## src/fcs_pkg.sv

```systemverilog
// constants for the frequency locked clock system
// assumes an 8-bit register model carried on a 32-bit wishbone slave
package fcs_pkg;

    // ==========================================================
    // register indices, byte address is four times the index
    localparam logic [7:0] IDX_INT_LO = 8'h50;
    localparam logic [7:0] IDX_INT_HI = 8'h51;
    localparam logic [7:0] IDX_CTRL   = 8'h52;
    localparam logic [7:0] IDX_CFG    = 8'h53;
    localparam logic [7:0] IDX_MODE   = 8'h54;
    localparam logic [7:0] IDX_STAT   = 8'h55;

    // ==========================================================
    // reset values
    localparam logic [7:0] RST_CTRL   = 8'h1f;
    localparam logic [7:0] RST_INT_LO = 8'h40;
    localparam logic [7:0] RST_INT_HI = 8'h00;
    localparam logic [7:0] RST_CFG    = 8'h00;
    localparam logic [7:0] RST_MODE   = 8'h00;

    // ==========================================================
    // field positions
    localparam int CTRL_MOD_DIS = 7;
    localparam int LO_DIV_HI    = 7;
    localparam int LO_DIV_LO    = 6;
    localparam int LO_FN_HI     = 5;
    localparam int LO_FN_LO     = 2;
    localparam int CFG_RANGE    = 0;
    localparam int CFG_SCALE    = 1;
    localparam int CFG_ADIV_LO  = 2;
    localparam int CFG_MDIV_LO  = 4;
    localparam int CFG_X2_DIS   = 6;
    localparam int CFG_SM_OFF   = 7;
    localparam int MODE_CPU_OFF = 0;
    localparam int MODE_X1_OFF  = 1;
    localparam int MODE_LOOP_DIS = 2;
    localparam int MODE_MSEL_LO = 4;
    localparam int MODE_SSEL    = 6;

    // ==========================================================
    // master source codes and tap limits
    localparam logic [1:0] MSEL_SECOND = 2'h2;
    localparam logic [1:0] MSEL_FIRST  = 2'h3;
    localparam logic [4:0] TAP_TOP     = 5'h1c;
    localparam logic [9:0] INT_MAX     = 10'h3ff;

    typedef enum logic [1:0] {
        FCS_DIV1 = 2'b00,
        FCS_DIV2 = 2'b01,
        FCS_DIV4 = 2'b10,
        FCS_DIV8 = 2'b11
    } fcs_div_e;

    // toggle every 2^(sel-1) source edges
    function automatic logic [2:0] fcs_div_mask(input logic [1:0] sel);
        case (sel)
            2'b10:   fcs_div_mask = 3'h1;
            2'b11:   fcs_div_mask = 3'h3;
            default: fcs_div_mask = 3'h0;
        endcase
    endfunction

    // most significant set bit of the range bits wins
    function automatic logic [2:0] fcs_range(input logic [3:0] fn);
        if (fn[3]) fcs_range = 3'h4;
        else if (fn[2]) fcs_range = 3'h3;
        else if (fn[1]) fcs_range = 3'h2;
        else if (fn[0]) fcs_range = 3'h1;
        else fcs_range = 3'h0;
    endfunction

endpackage

```

## src/fcs_divider.sv

```systemverilog
// power-of-two clock divider working on sampled clock levels
// assumes src_rise_i is a one-cycle pulse on each rising source edge
`timescale 1ns/1ps
`default_nettype none
module fcs_divider
    import fcs_pkg::*;
(
    input  wire logic       clk_i,
    input  wire logic       rst_i,
    input  wire logic       src_lvl_i,
    input  wire logic       src_rise_i,
    input  wire fcs_div_e   sel_i,
    output logic            clk_o,
    output logic            rise_o
);

    logic [2:0] cnt_ff;
    logic       tgl;

    assign tgl = src_rise_i && ((cnt_ff & fcs_div_mask(sel_i)) == fcs_div_mask(sel_i));

    // ==========================================================
    // edge counter
    always_ff @(posedge clk_i) begin
        if (rst_i) begin
            cnt_ff <= 3'h0;
        end else if (src_rise_i) begin
            cnt_ff <= cnt_ff + 3'h1;
        end
    end

    // ==========================================================
    // divided level and its rising pulse
    always_ff @(posedge clk_i) begin
        if (rst_i) begin
            clk_o  <= 1'b0;
            rise_o <= 1'b0;
        end else if (sel_i == FCS_DIV1) begin
            clk_o  <= src_lvl_i;
            rise_o <= src_rise_i;
        end else begin
            clk_o  <= tgl ? !clk_o : clk_o;
            rise_o <= tgl && !clk_o;
        end
    end

endmodule
`default_nettype wire

```

## src/fcs_integrator.sv

```systemverilog
// 10-bit up/down frequency integrator with software load
// assumes step requests arrive at most once per auxiliary period
`timescale 1ns/1ps
`default_nettype none
module fcs_integrator
    import fcs_pkg::*;
(
    input  wire logic       clk_i,
    input  wire logic       rst_i,
    input  wire logic       step_i,
    input  wire logic       up_i,
    input  wire logic       hold_i,
    input  wire logic       wr_hi_i,
    input  wire logic       wr_lo_i,
    input  wire logic [7:0] wdata_i,
    output logic      [9:0] value_o
);

    // ==========================================================
    // a software write wins over a step in the same cycle
    always_ff @(posedge clk_i) begin
        if (rst_i) begin
            value_o <= {RST_INT_HI, RST_INT_LO[1:0]};
        end else if (wr_hi_i || wr_lo_i) begin
            value_o[9:2] <= wr_hi_i ? wdata_i : value_o[9:2];
            value_o[1:0] <= wr_lo_i ? wdata_i[1:0] : value_o[1:0];
        end else if (step_i && !hold_i) begin
            // saturates so the tap cannot wrap from top to bottom
            if (up_i && value_o != INT_MAX) begin
                value_o <= value_o + 10'h001;
            end else if (!up_i && value_o != 10'h000) begin
                value_o <= value_o - 10'h001;
            end
        end
    end

endmodule
`default_nettype wire

```

## src/fcs_top.sv

```systemverilog
// frequency locked clock system: source selection, dividers and the
// digital loop that holds the ring oscillator at a multiple of the
// auxiliary clock
// assumes oscillator outputs arrive as pins far below the 200 MHz
// system clock, and a classic wishbone master on the register side
`timescale 1ns/1ps
`default_nettype none

// Summary of operation
// - after reset master and submain run from ring clock at 32x aux
// - aux clock is the first oscillator output, offered to peripherals
// - aux clock is also driven out divided by 1, 2, 4 or 8
// - master source picks first, second or ring oscillator clock
// - master clock may be divided by 1, 2, 4 or 8
// - submain source picks second or ring oscillator clock
// - range select bit 0 is watch crystal mode, 1 high frequency
// - second oscillator stops only when neither master nor submain use it
// - multiplier N is the low seven bits of the clock control register
// - ring clock is (N+1) times aux, or D times that when scaled
// - reset leaves scaling clear and loop divider at two
// - range bits decode by most significant set bit into five ranges
// - integrator of ten bits steps plus or minus one each aux period
// - integrator readable; upper five bits tap, lower five modulator
// - five-bit tap gives 29 taps, codes 28 to 31 equal
// - ring oscillator starts at lowest tap after reset or cleared integrator
// - one tap step takes 32 aux cycles of integrator movement
// - every control register may be rewritten at any time
// - loop disable freezes the integrator on its present tap
// - modulator mixes adjacent taps across a 32 ring clock window
module fcs_top
    import fcs_pkg::*;
#(
    parameter logic HAS_SECOND = 1'b1
)
(
    input  wire logic        clk_i,
    input  wire logic        rst_i,
    input  wire logic        wb_cyc_i,
    input  wire logic        wb_stb_i,
    input  wire logic        wb_we_i,
    input  wire logic [11:0] wb_adr_i,
    input  wire logic [3:0]  wb_sel_i,
    input  wire logic [31:0] wb_dat_i,
    output logic      [31:0] wb_dat_o,
    output logic             wb_ack_o,
    input  wire logic        first_osc_clock_i,
    input  wire logic        second_osc_clock_i,
    input  wire logic        ring_osc_raw_i,
    output logic             aux_clock_o,
    output logic             aux_div_clock_o,
    output logic             master_clock_o,
    output logic             submain_clock_o,
    output logic             ring_osc_clock_o,
    output logic             first_osc_enable_o,
    output logic             first_osc_hf_mode_o,
    output logic             second_osc_enable_o,
    output logic      [4:0]  tap_select_o,
    output logic      [2:0]  range_code_o
);

    // ==========================================================
    // registers
    logic [7:0] ctrl_ff;
    logic [7:0] lo_cfg_ff;
    logic [7:0] cfg_ff;
    logic [7:0] mode_ff;
    logic [9:0] integ;

    logic [6:0] mult_n;
    logic       mod_dis;
    fcs_div_e   loop_div;
    fcs_div_e   aux_div;
    fcs_div_e   mst_div;
    logic [1:0] msel;
    logic       ssel;
    logic       cpu_off;
    logic       loop_dis;
    logic       sm_off;

    assign mult_n   = ctrl_ff[6:0];
    assign mod_dis  = ctrl_ff[CTRL_MOD_DIS];
    assign loop_div = fcs_div_e'(lo_cfg_ff[LO_DIV_HI:LO_DIV_LO]);
    assign aux_div  = fcs_div_e'(cfg_ff[CFG_ADIV_LO+1:CFG_ADIV_LO]);
    assign mst_div  = fcs_div_e'(cfg_ff[CFG_MDIV_LO+1:CFG_MDIV_LO]);
    assign msel     = mode_ff[MODE_MSEL_LO+1:MODE_MSEL_LO];
    assign ssel     = mode_ff[MODE_SSEL];
    assign cpu_off  = mode_ff[MODE_CPU_OFF];
    assign loop_dis = mode_ff[MODE_LOOP_DIS];
    assign sm_off   = cfg_ff[CFG_SM_OFF];

    // ==========================================================
    // wishbone slave, one wait state, unmapped reads give zero
    logic       req;
    logic [7:0] idx;
    logic       wr_en;
    logic       wr_lo;
    logic       wr_hi;
    logic [7:0] rd_byte;

    assign req   = wb_cyc_i && wb_stb_i && !wb_ack_o;
    assign idx   = wb_adr_i[9:2];
    assign wr_en = req && wb_we_i && wb_sel_i[0] && (wb_adr_i[11:10] == 2'b00);
    assign wr_lo = wr_en && (idx == IDX_INT_LO);
    assign wr_hi = wr_en && (idx == IDX_INT_HI);

    always_comb begin
        rd_byte = 8'h00;
        if (wb_adr_i[11:10] != 2'b00) begin
            rd_byte = 8'h00;
        end else if (idx == IDX_INT_LO) begin
            rd_byte = {lo_cfg_ff[7:2], integ[1:0]};
        end else if (idx == IDX_INT_HI) begin
            rd_byte = integ[9:2];
        end else if (idx == IDX_CTRL) begin
            rd_byte = ctrl_ff;
        end else if (idx == IDX_CFG) begin
            rd_byte = cfg_ff;
        end else if (idx == IDX_MODE) begin
            rd_byte = mode_ff;
        end else if (idx == IDX_STAT) begin
            rd_byte = {!loop_dis, second_osc_enable_o, first_osc_enable_o, tap_select_o};
        end
    end

    always_ff @(posedge clk_i) begin
        if (rst_i) begin
            wb_ack_o <= 1'b0;
            wb_dat_o <= 32'h0000_0000;
        end else begin
            wb_ack_o <= req;
            wb_dat_o <= req ? {24'h00_0000, rd_byte} : 32'h0000_0000;
        end
    end

    // ==========================================================
    // control register writes, accepted at any time
    always_ff @(posedge clk_i) begin
        if (rst_i) begin
            ctrl_ff <= RST_CTRL;
        end else if (wr_en && idx == IDX_CTRL) begin
            ctrl_ff <= wb_dat_i[7:0];
        end
    end

    always_ff @(posedge clk_i) begin
        if (rst_i) begin
            lo_cfg_ff <= RST_INT_LO;
        end else if (wr_lo) begin
            lo_cfg_ff <= {wb_dat_i[7:2], 2'b00};
        end
    end

    always_ff @(posedge clk_i) begin
        if (rst_i) begin
            cfg_ff <= RST_CFG;
        end else if (wr_en && idx == IDX_CFG) begin
            cfg_ff <= wb_dat_i[7:0];
        end
    end

    always_ff @(posedge clk_i) begin
        if (rst_i) begin
            mode_ff <= RST_MODE;
        end else if (wr_en && idx == IDX_MODE) begin
            mode_ff <= wb_dat_i[7:0];
        end
    end

    // ==========================================================
    // pin synchronisers and edge detect on the second stage
    logic [2:0] x1_sync_ff;
    logic [2:0] x2_sync_ff;
    logic [2:0] rg_sync_ff;
    logic       x1_rise;
    logic       x2_rise;
    logic       rg_rise;

    always_ff @(posedge clk_i) begin
        if (rst_i) begin
            x1_sync_ff <= 3'h0;
            x2_sync_ff <= 3'h0;
            rg_sync_ff <= 3'h0;
        end else begin
            x1_sync_ff <= {x1_sync_ff[1:0], first_osc_clock_i};
            x2_sync_ff <= {x2_sync_ff[1:0], second_osc_clock_i};
            rg_sync_ff <= {rg_sync_ff[1:0], ring_osc_raw_i};
        end
    end

    assign x1_rise = x1_sync_ff[1] && !x1_sync_ff[2];
    assign x2_rise = x2_sync_ff[1] && !x2_sync_ff[2];
    assign rg_rise = rg_sync_ff[1] && !rg_sync_ff[2];

    // ==========================================================
    // dividers
    logic loop_lvl;
    logic loop_rise;
    logic auxd_lvl;
    logic mst_lvl;
    logic rclk_lvl;
    logic rclk_rise;
    logic msrc_lvl;
    logic msrc_rise;

    // loop feedback always sees the raw ring clock divided by D
    fcs_divider u_loop_div (
        .clk_i      (clk_i),
        .rst_i      (rst_i),
        .src_lvl_i  (rg_sync_ff[1]),
        .src_rise_i (rg_rise),
        .sel_i      (loop_div),
        .clk_o      (loop_lvl),
        .rise_o     (loop_rise)
    );

    fcs_divider u_aux_div (
        .clk_i      (clk_i),
        .rst_i      (rst_i),
        .src_lvl_i  (x1_sync_ff[1]),
        .src_rise_i (x1_rise),
        .sel_i      (aux_div),
        .clk_o      (auxd_lvl),
        .rise_o     ()
    );

    // scaled mode passes the raw ring clock, so it runs D times faster
    always_ff @(posedge clk_i) begin
        if (rst_i) begin
            rclk_lvl  <= 1'b0;
            rclk_rise <= 1'b0;
        end else if (cfg_ff[CFG_SCALE]) begin
            rclk_lvl  <= rg_sync_ff[2];
            rclk_rise <= rg_rise;
        end else begin
            rclk_lvl  <= loop_lvl;
            rclk_rise <= loop_rise;
        end
    end

    // ==========================================================
    // master source mux; absent second oscillator falls back to ring
    always_ff @(posedge clk_i) begin
        if (rst_i) begin
            msrc_lvl  <= 1'b0;
            msrc_rise <= 1'b0;
        end else if (msel == MSEL_FIRST) begin
            msrc_lvl  <= x1_sync_ff[2];
            msrc_rise <= x1_rise;
        end else if (msel == MSEL_SECOND && HAS_SECOND) begin
            msrc_lvl  <= x2_sync_ff[2];
            msrc_rise <= x2_rise;
        end else begin
            msrc_lvl  <= rclk_lvl;
            msrc_rise <= rclk_rise;
        end
    end

    fcs_divider u_mst_div (
        .clk_i      (clk_i),
        .rst_i      (rst_i),
        .src_lvl_i  (msrc_lvl),
        .src_rise_i (msrc_rise),
        .sel_i      (mst_div),
        .clk_o      (mst_lvl),
        .rise_o     ()
    );

    // ==========================================================
    // clock outputs; processor off and submain off gate their clocks low
    always_ff @(posedge clk_i) begin
        if (rst_i) begin
            aux_clock_o      <= 1'b0;
            aux_div_clock_o  <= 1'b0;
            master_clock_o   <= 1'b0;
            submain_clock_o  <= 1'b0;
            ring_osc_clock_o <= 1'b0;
        end else begin
            aux_clock_o      <= x1_sync_ff[2];
            aux_div_clock_o  <= auxd_lvl;
            master_clock_o   <= mst_lvl && !cpu_off;
            ring_osc_clock_o <= rclk_lvl;
            if (sm_off) begin
                submain_clock_o <= 1'b0;
            end else if (ssel && HAS_SECOND) begin
                submain_clock_o <= x2_sync_ff[2];
            end else begin
                submain_clock_o <= rclk_lvl;
            end
        end
    end

    // ==========================================================
    // oscillator enables; a stop request is ignored while the
    // oscillator still feeds a running master or submain clock
    logic x1_in_use;
    logic x2_in_use;

    assign x1_in_use = (msel == MSEL_FIRST) && !cpu_off;
    assign x2_in_use = ((msel == MSEL_SECOND) && !cpu_off) || (ssel && !sm_off);

    always_ff @(posedge clk_i) begin
        if (rst_i) begin
            first_osc_enable_o  <= 1'b1;
            second_osc_enable_o <= 1'b1;
            first_osc_hf_mode_o <= 1'b0;
            range_code_o        <= 3'h0;
        end else begin
            first_osc_enable_o  <= !(mode_ff[MODE_X1_OFF] && !x1_in_use);
            second_osc_enable_o <= HAS_SECOND && !(cfg_ff[CFG_X2_DIS] && !x2_in_use);
            first_osc_hf_mode_o <= cfg_ff[CFG_RANGE];
            range_code_o        <= fcs_range(lo_cfg_ff[LO_FN_HI:LO_FN_LO]);
        end
    end

    // ==========================================================
    // frequency comparison over each aux period
    logic [7:0] loop_cnt_ff;
    logic [7:0] target;
    logic       step;
    logic       step_up;

    assign target  = {1'b0, mult_n} + 8'h01;
    assign step    = x1_rise;
    // equal counts step down so the loop dithers around lock
    assign step_up = loop_cnt_ff < target;

    always_ff @(posedge clk_i) begin
        if (rst_i) begin
            loop_cnt_ff <= 8'h00;
        end else if (x1_rise) begin
            loop_cnt_ff <= {7'h00, loop_rise};
        end else if (loop_rise && loop_cnt_ff != 8'hff) begin
            loop_cnt_ff <= loop_cnt_ff + 8'h01;
        end
    end

    // 32 integrator counts span one tap, so a tap step takes 32 aux cycles
    fcs_integrator u_integ (
        .clk_i   (clk_i),
        .rst_i   (rst_i),
        .step_i  (step),
        .up_i    (step_up),
        .hold_i  (loop_dis),
        .wr_hi_i (wr_hi),
        .wr_lo_i (wr_lo),
        .wdata_i (wb_dat_i[7:0]),
        .value_o (integ)
    );

    // ==========================================================
    // modulator: window of 32 ring clocks, upper tap for mod of them
    logic [4:0] phase_ff;
    logic [4:0] base_tap;
    logic [4:0] mod_val;
    logic [5:0] mix_tap;

    assign base_tap = integ[9:5];
    assign mod_val  = integ[4:0];

    always_comb begin
        mix_tap = {1'b0, base_tap};
        if (mod_dis) begin
            mix_tap = {1'b0, base_tap} + {5'h00, mod_val[4]};
        end else if (phase_ff < mod_val) begin
            mix_tap = {1'b0, base_tap} + 6'h01;
        end
    end

    always_ff @(posedge clk_i) begin
        if (rst_i) begin
            phase_ff <= 5'h00;
        end else if (rclk_rise) begin
            phase_ff <= phase_ff + 5'h01;
        end
    end

    // codes 28 to 31 share the top tap
    always_ff @(posedge clk_i) begin
        if (rst_i) begin
            tap_select_o <= 5'h00;
        end else if (mix_tap > {1'b0, TAP_TOP}) begin
            tap_select_o <= TAP_TOP;
        end else begin
            tap_select_o <= mix_tap[4:0];
        end
    end

endmodule
`default_nettype wire

```

## config.mk

```make
export PLATFORM = sky130hd
export DESIGN_NAME = fcs_top
export DESIGN_NICKNAME = d
export VERILOG_FILES = /design/src/fcs_pkg.sv /design/src/fcs_divider.sv /design/src/fcs_integrator.sv /design/src/fcs_top.sv
export SDC_FILE = /design/constraint.sdc
export NUM_CORES = 1
export LEC_CHECK = 0
export BUFFER_PORTS_ARGS = -buffer_cell sky130_fd_sc_hd__buf_2
export CAP_MARGIN = 40
export CELL_PAD_IN_SITES_DETAIL_PLACEMENT = 0
export CELL_PAD_IN_SITES_GLOBAL_PLACEMENT = 1
export CORE_UTILIZATION = 37
export CTS_BUF_LIST = sky130_fd_sc_hd__clkbuf_8 sky130_fd_sc_hd__clkbuf_16
export CTS_CLUSTER_DIAMETER = 200
export DETAILED_ROUTE_END_ITERATION = 6
export PLACE_DENSITY_LB_ADDON = 0.1
export SLEW_MARGIN = 25
export SYNTH_ARGS = -nofsm -noshare
export SYNTH_HDL_FRONTEND = slang
export SYNTH_SLANG_ARGS = --single-unit
```

## constraint.sdc

```tcl
create_clock -name clk_i -period 3.52 [get_ports clk_i]
set_clock_uncertainty 0.15 [all_clocks]
set_input_delay 0.528 -clock clk_i [delete_from_list [all_inputs] [get_ports clk_i]]
set_output_delay 0.528 -clock clk_i [all_outputs]
set_load 0.005 [all_outputs]
```

; Word level (Yosys, flattened, before mapping)
; Index checks and enable logic that the tools add are counted.
[classes]
add_sub_neg = 10
n_lt_le_gt_ge = 3
eq_ne = 21
n_mux = 38
n_bitwise = 4
n_reduce_logical = 63
[ops]
columns = op, n
row1 = 8-bit two-way mux, 7
row2 = 8-bit by 7-bit equality test with 1-bit output (second input constant), 6
row3 = 10-bit two-way mux, 4
row4 = 1-bit logical AND, 27
row5 = 1-bit two-way mux, 17
row6 = 2-bit equality test (second input constant), 8
row7 = 1-bit logical NOT, 15
row8 = 6-bit two-way mux, 2
row9 = 2-bit case mux with 2 select lines, 3
row10 = 2-bit nonzero test, 6
row11 = 10-bit by 1-bit adder with 10-bit output (second input constant), 1
row12 = 10-bit inequality test (second input constant), 1
row13 = 10-bit nonzero test, 1
row14 = 10-bit by 1-bit subtractor with 10-bit output (second input constant), 1
row15 = 3-bit by 1-bit adder with 3-bit output (second input constant), 3
row16 = 3-bit by 2-bit bitwise AND with 3-bit output, 3
row17 = 3-bit by 2-bit equality test with 1-bit output, 3
row18 = 7-bit by 1-bit adder with 8-bit output (second input constant), 1
row19 = 8-bit by 1-bit adder with 8-bit output (second input constant), 1
row20 = 2-bit logical NOT, 4
row21 = 8-bit < comparator, 1
row22 = 8-bit inequality test (second input constant), 1
row23 = 2-bit OR reduction, 4
row24 = 5-bit by 1-bit adder with 6-bit output, 1
row25 = other kinds (13), 18
[word_totals]
register_bits = 128
inputBits = 56
output_inout_bits = 49
elab_cells = 177

; Depth between registers and ports, before layout
[depth]
word_depth = 9
depth_mapped = 18
depth_no_buf = 18

; Hierarchy
; From an unflattened synthesis, not the netlist that was laid out.
[unflattened]
cells_unflattened = 626
area_unflattened_um2 = 5582.9
[by_module_without_submodules]
columns = module, n_inst, cells_each, area_per_inst_um2, seq_area_each_um2
row1 = fcs_top, 1, 443, 4068.9, 1621.6
row2 = fcs_integrator, 1, 114, 913.4, 200.2
row3 = fcs_divider, 3, 23, 200.2, 80.1

; Worst setup path after synthesis
; OpenSTA, ideal clock, no wires.
[synth_path]
path_kind = register -> register
from = register ctrl_ff[2]
to = register u_integ.value_o[8]
setup_ns = 0.091
t_arrival_ns = 3.306
required_ns = 3.279
slack_ns = -0.027
stages_incl_launch_ff = 18
n_path_buf = 0
period_less_slack_ns = 3.547
cell_sequence = dfxtp_1 -> and3_1 -> and2_1 -> nand2_1 -> xor2_1 -> ha_1 -> and4_1 -> a21oi_1 -> nand2_1 -> inv_1 -> fa_1 -> nor2b_1 -> o31a_1 -> nor4_1 -> o41ai_1 -> xor2_1 -> nand2_1 -> a311oi_1
[synth_between]
elab_chain_len = 6
elab_cells_between_ends = 10
cone_classes = 1 x add/sub / 1 x order compare / 3 x mux / 5 x reduce/logical
[synth_rtl]
columns = item, line
row1 = from (decl), fcs_top.sv:63  ; logic [7:0] ctrl_ff;
row2 = from (signal assigned), fcs_top.sv:141  ; ctrl_ff <= wb_dat_i[7:0];
row3 = 7-bit by 1-bit adder with 8-bit output *, fcs_top.sv:322  ; assign target = {1'b0, mult_n} + 8'h01;
row4 = 8-bit < comparator *, fcs_top.sv:325  ; assign step_up = loop_cnt_ff < target;
row5 = 1-bit logical NOT / 1-bit logical AND (equally long branches), "fcs_integrator.sv:31, fcs_integrator.sv:29"
row6 = 1-bit logical AND / 10-bit two-way mux (equally long branches), "fcs_integrator.sv:31, fcs_integrator.sv:29"
row7 = 3-bit nonzero test (no line) / 10-bit two-way mux (equally long branches), --
row8 = 3-bit AND reduction (no line) / 10-bit two-way mux (equally long branches), --
row9 = to (signal assigned), fcs_integrator.sv:25  ; value_o[9:2] <= wr_hi_i ? wdata_i : value_o[9:2];
row10 = to (signal assigned), fcs_integrator.sv:30  ; value_o <= value_o + 10'h001;
row11 = to (signal assigned), fcs_integrator.sv:32  ; value_o <= value_o - 10'h001;
row12 = to (decl), fcs_integrator.sv:16  ; output logic [9:0] value_o
; Every way passes the cells marked *; elsewhere a longest branch is shown, timed or not. The select of a mux whose other input is x is not followed.
; A chain may end at the register's enable or synchronous reset.

; Worst setup path in the final report
[layout_path]
from = register ctrl_ff[4]
to = register u_integ.value_o[8]
; The elaborated chain is that of the path after synthesis.

==> flow_summary.ini <==
[worst_setup_path]
r2r_slack_ns = -0.03
r2r-start = ctrl_ff[4]
rr_endpoint = u_integ.value_o[8]
critical-path-max-stage-delay_ns = 0.34
critPathKind = reg -> reg
r2r_cells = 18
cp-end-kind = register
critPathArrivalTime_ns = 3.66
crit_path_start_kind = register
cp_cell_sequence = and3_4 > and2_4 > nand2_2 > xor2_1 > ha_1 > nand2_1 > o21ai_2 > a21oi_4 > nand2_8 > buf_6 > ha_4 > o21a_1 > o31a_1 > nor4_2 > o41ai_2 > xor2_1 > nand2_1 > a311oi_1
slowest_stage = dfxtp_2
worst-path-max-fanout = 8
cp_data_required_time_ns = 3.63

[timing]
fmax_mhz = 282
fin_ws_ns = -0.0303
max_slew.worst_pin.slew_ns = 0.795
finalCritPeriodShare = 1.01
max-slew-margin-rel = 0.470
setup_viol = 1
rsz0062_at_grt = yes
finalCriticalPeriod_ns = 3.55
hold_violations = 0
final_max_slew_viol_count = 0
whs_ns = 0.225

[route]
routed_wl_mm = 15.4
remaining_drc_errors = 0
wl_per_cell_um = 17.2
antenna_left = 0
vias_per_cell = 5.24
drtPass1Iterations = 5
via_count = 4682
detail_route.iter0.violations = 388

[synth]
postSynth.asyncResetShare = 0
postSynthAreaPerCell_um2 = 8.54
syn_inst = 626
netlist_area_um2 = 5350
synth.distinct_cells = 70
ys_seq_area_frac = 0.378
yosys-top-cells-area = dfxtp_1 (38%), ha_1 (6.1%), mux2i_1 (5.6%)
synth_ff_type = dfxtp_1
ys_seq_elements = 101
synth_top_cell_by_area = dfxtp_1
yosysWarnings = 0
synth_top_area_frac = 0.378
synth_edf_count = 0

[clock_network]
clkLatencyLatePin_ns = 0.36
cts_hold_buf = 0
htree_levels = 3
cts.sinks = 101
root_buffer = clkbuf_16
cts.path.max_buffers = 2
cts_made_buffers = 9
path_clk_slew_ns = 0.07
cts_tree = built

[floorplanning]
io_pins = 105
initial_core_util = 0.382
core-area_um2 = 14000
dieArea_um2 = 14900
num_rows = 43
die_h_um = 122
die_w_um = 122

[worst_hold_path]
holdCritPathClass = in -> reg
hold_end = rg_sync_ff[0]
hp-start = ring_osc_raw_i
hold_depth = 2

[grt]
grt_usage = 0.211
grt_max_degree = 73
overflow = 0
grt_pass1_wl_mm = 23.7
antenna_found_initial = 0
grt_pass1_vias = 4330

[power_and_ir_drop]
peakVddDrop_v = 0.000224
cellPowerDensity_nw_per_um2 = 357
leakagePower_nw = 2.66

[placed_design]
dp.cells = 871
gp_congestion = 0.831
hpwl_mm = 11.1
portBuffers = 51

[layout]
nets = 792
drive_above_1_share = 0.234
diodes = 0
fin_cells = 894
syn_to_final_growth_pct = 21.5

[outcome]
status = finished with violations
failed_checks = setup timing

[job]
cap_violations = 0
-- worst max-delay path, delay by kind of cell, from the launching register on --
kind,cells,cell delay (ns)
compound gates,6,1.17
xor+xnor,2,0.33
fa+ha+maj,2,0.56
buf+inv,1,0.14
flops,1,0.34
simple gates,7,0.73
-- registers in the layout, indices dropped and copies added (netlist names), 2 cells and up --
signal             cells
x1_sync_ff             3
cfg_ff                 8
mode_ff                8
u_integ.value_o       10
ctrl_ff                8
u_loop_div.cnt_ff      2
rg_sync_ff             3
x2_sync_ff             3
phase_ff               5
u_aux_div.cnt_ff       2
tap_select_o           5
range_code_o           3
wb_dat_o               8
loop_cnt_ff            8
lo_cfg_ff              6
u_mst_div.cnt_ff       2
-- cell families (layout without fill, tap and decap cells) --
logic type | count (synthesis) | after routing | synth area share
fa+ha+maj | 27 | 27 | 0.0646
compound gates | 130 | 130 | 0.156
other cells | 1 | 24 | 0.000701
simple gates | 232 | 232 | 0.220
xor+xnor | 31 | 31 | 0.0508
mux | 31 | 31 | 0.0582
buf+inv | 73 | 138 | 0.0716
flops | 101 | 101 | 0.378
-- stage by stage --
step	power (W)	util	setup WS [ns]	setup TNS, ns	area (um2)
global route	0.00241	0.465	-0.202	-0.690	6500
CTS	0.00235	0.454	-0.00525	-0.00525	6350
floorplan	0.00132	-	0.0250	0	5440
global placement	0.00137	0.424	-0.246	-0.716	5930
detailed placement	0.00138	0.424	-0.233	-0.814	5930
finish	0.00232	0.465	-0.0303	-0.0303	6500
-- Yosys cell counts (all sizes together), types with 2 or more instances --
master  instances
nand2b          5
o311a           2
nand3b          3
and4b           2
a211oi          4
and3            3
a21oi          51
a311oi          5
xnor2          12
a21o            4
and2            2
or4             2
nor2           59
nand4           7
inv            21
buf            35
or3             4
nand2          72
xor2           19
o21a            4
a31oi           5
nor2b          22
nor3           15
mux2i          30
a21boi          2
dfxtp         101
o211ai          3
a222oi          7
clkbuf         16
a22oi           4
and4            2
ha             26
nor4            3
o21ai          26
o31ai           2
nand3          24
-- where the power goes --
| part | leakage (nW) | internal [W] | switching (W) |
|---|---|---|---|
| Sequential | 0.815 | 0.00116 | 0.0000131 |
| Clock | 0.132 | 0.000491 | 0.000476 |
| Combinational | 1.71 | 0.0000672 | 0.000114 |
| Total | 2.66 | 0.00172 | 0.000603 |
-- cell type report --
cell class	count	area, um2
Timing Repair Buffer	100	634
Multi-Input combinational cell	475	3240
Sequential cell	101	2030
Fill cell	1413	7490
Tap cell	180	225
Inverter	22	85.1
Clock inverter	7	58.8
Clock buffer	9	225
-- per-layer routing --
layer | track usage | share of wire | vias up
li1 | - | - | 2306
met3 | 0.0390 | 0.045 | 21
met1 | 0.295 | 0.48 | 2233
met5 | 0 | 0 | -
met2 | 0.327 | 0.46 | 122
met4 | 0.0640 | 0.015 | 0
-- layout by cell type, fill, tap and decap left out, types with 14 or more instances in the layout --
cell	synthesis	final
buf_2	8	51
nand3_1	24	23
dfxtp_1	101	97
buf_4	24	46
a21oi_1	51	47
ha_1	26	19
nor3_1	14	14
inv_1	21	20
mux2i_1	30	30
nor2b_1	22	21
nor2_1	58	58
conb_1	1	24
o21ai_0	23	19
nand2_1	71	69
xor2_1	19	17
-- how the worst max path moves through the flow --
stage,startpoint,endpoint,slack (ns),depth (start not counted)
final,ctrl_ff[4],u_integ.value_o[8],-0.03,18
after floorplan,ctrl_ff[2],u_integ.value_o[8],0.02,16
after global routing,ctrl_ff[4],u_integ.value_o[8],-0.20,18
after CTS,ctrl_ff[4],u_integ.value_o[8],-0.005,17
after global placement,ctrl_ff[4],u_integ.value_o[8],-0.25,19
after detailed placement,ctrl_ff[0],u_integ.value_o[8],-0.23,17
-- repair_timing --
| action | 4_1_cts | 5_1_grt |
|---|---|---|
| pin swaps | 14 | 27 |
| resized for setup | 26 | 22 |
| gates cloned | 0 | 0 |
| buffers inserted | 3 | 6 |
| endpoints found under the setup margin | 5 | 5 |
Note: power is estimated with default switching activity, not from simulation.
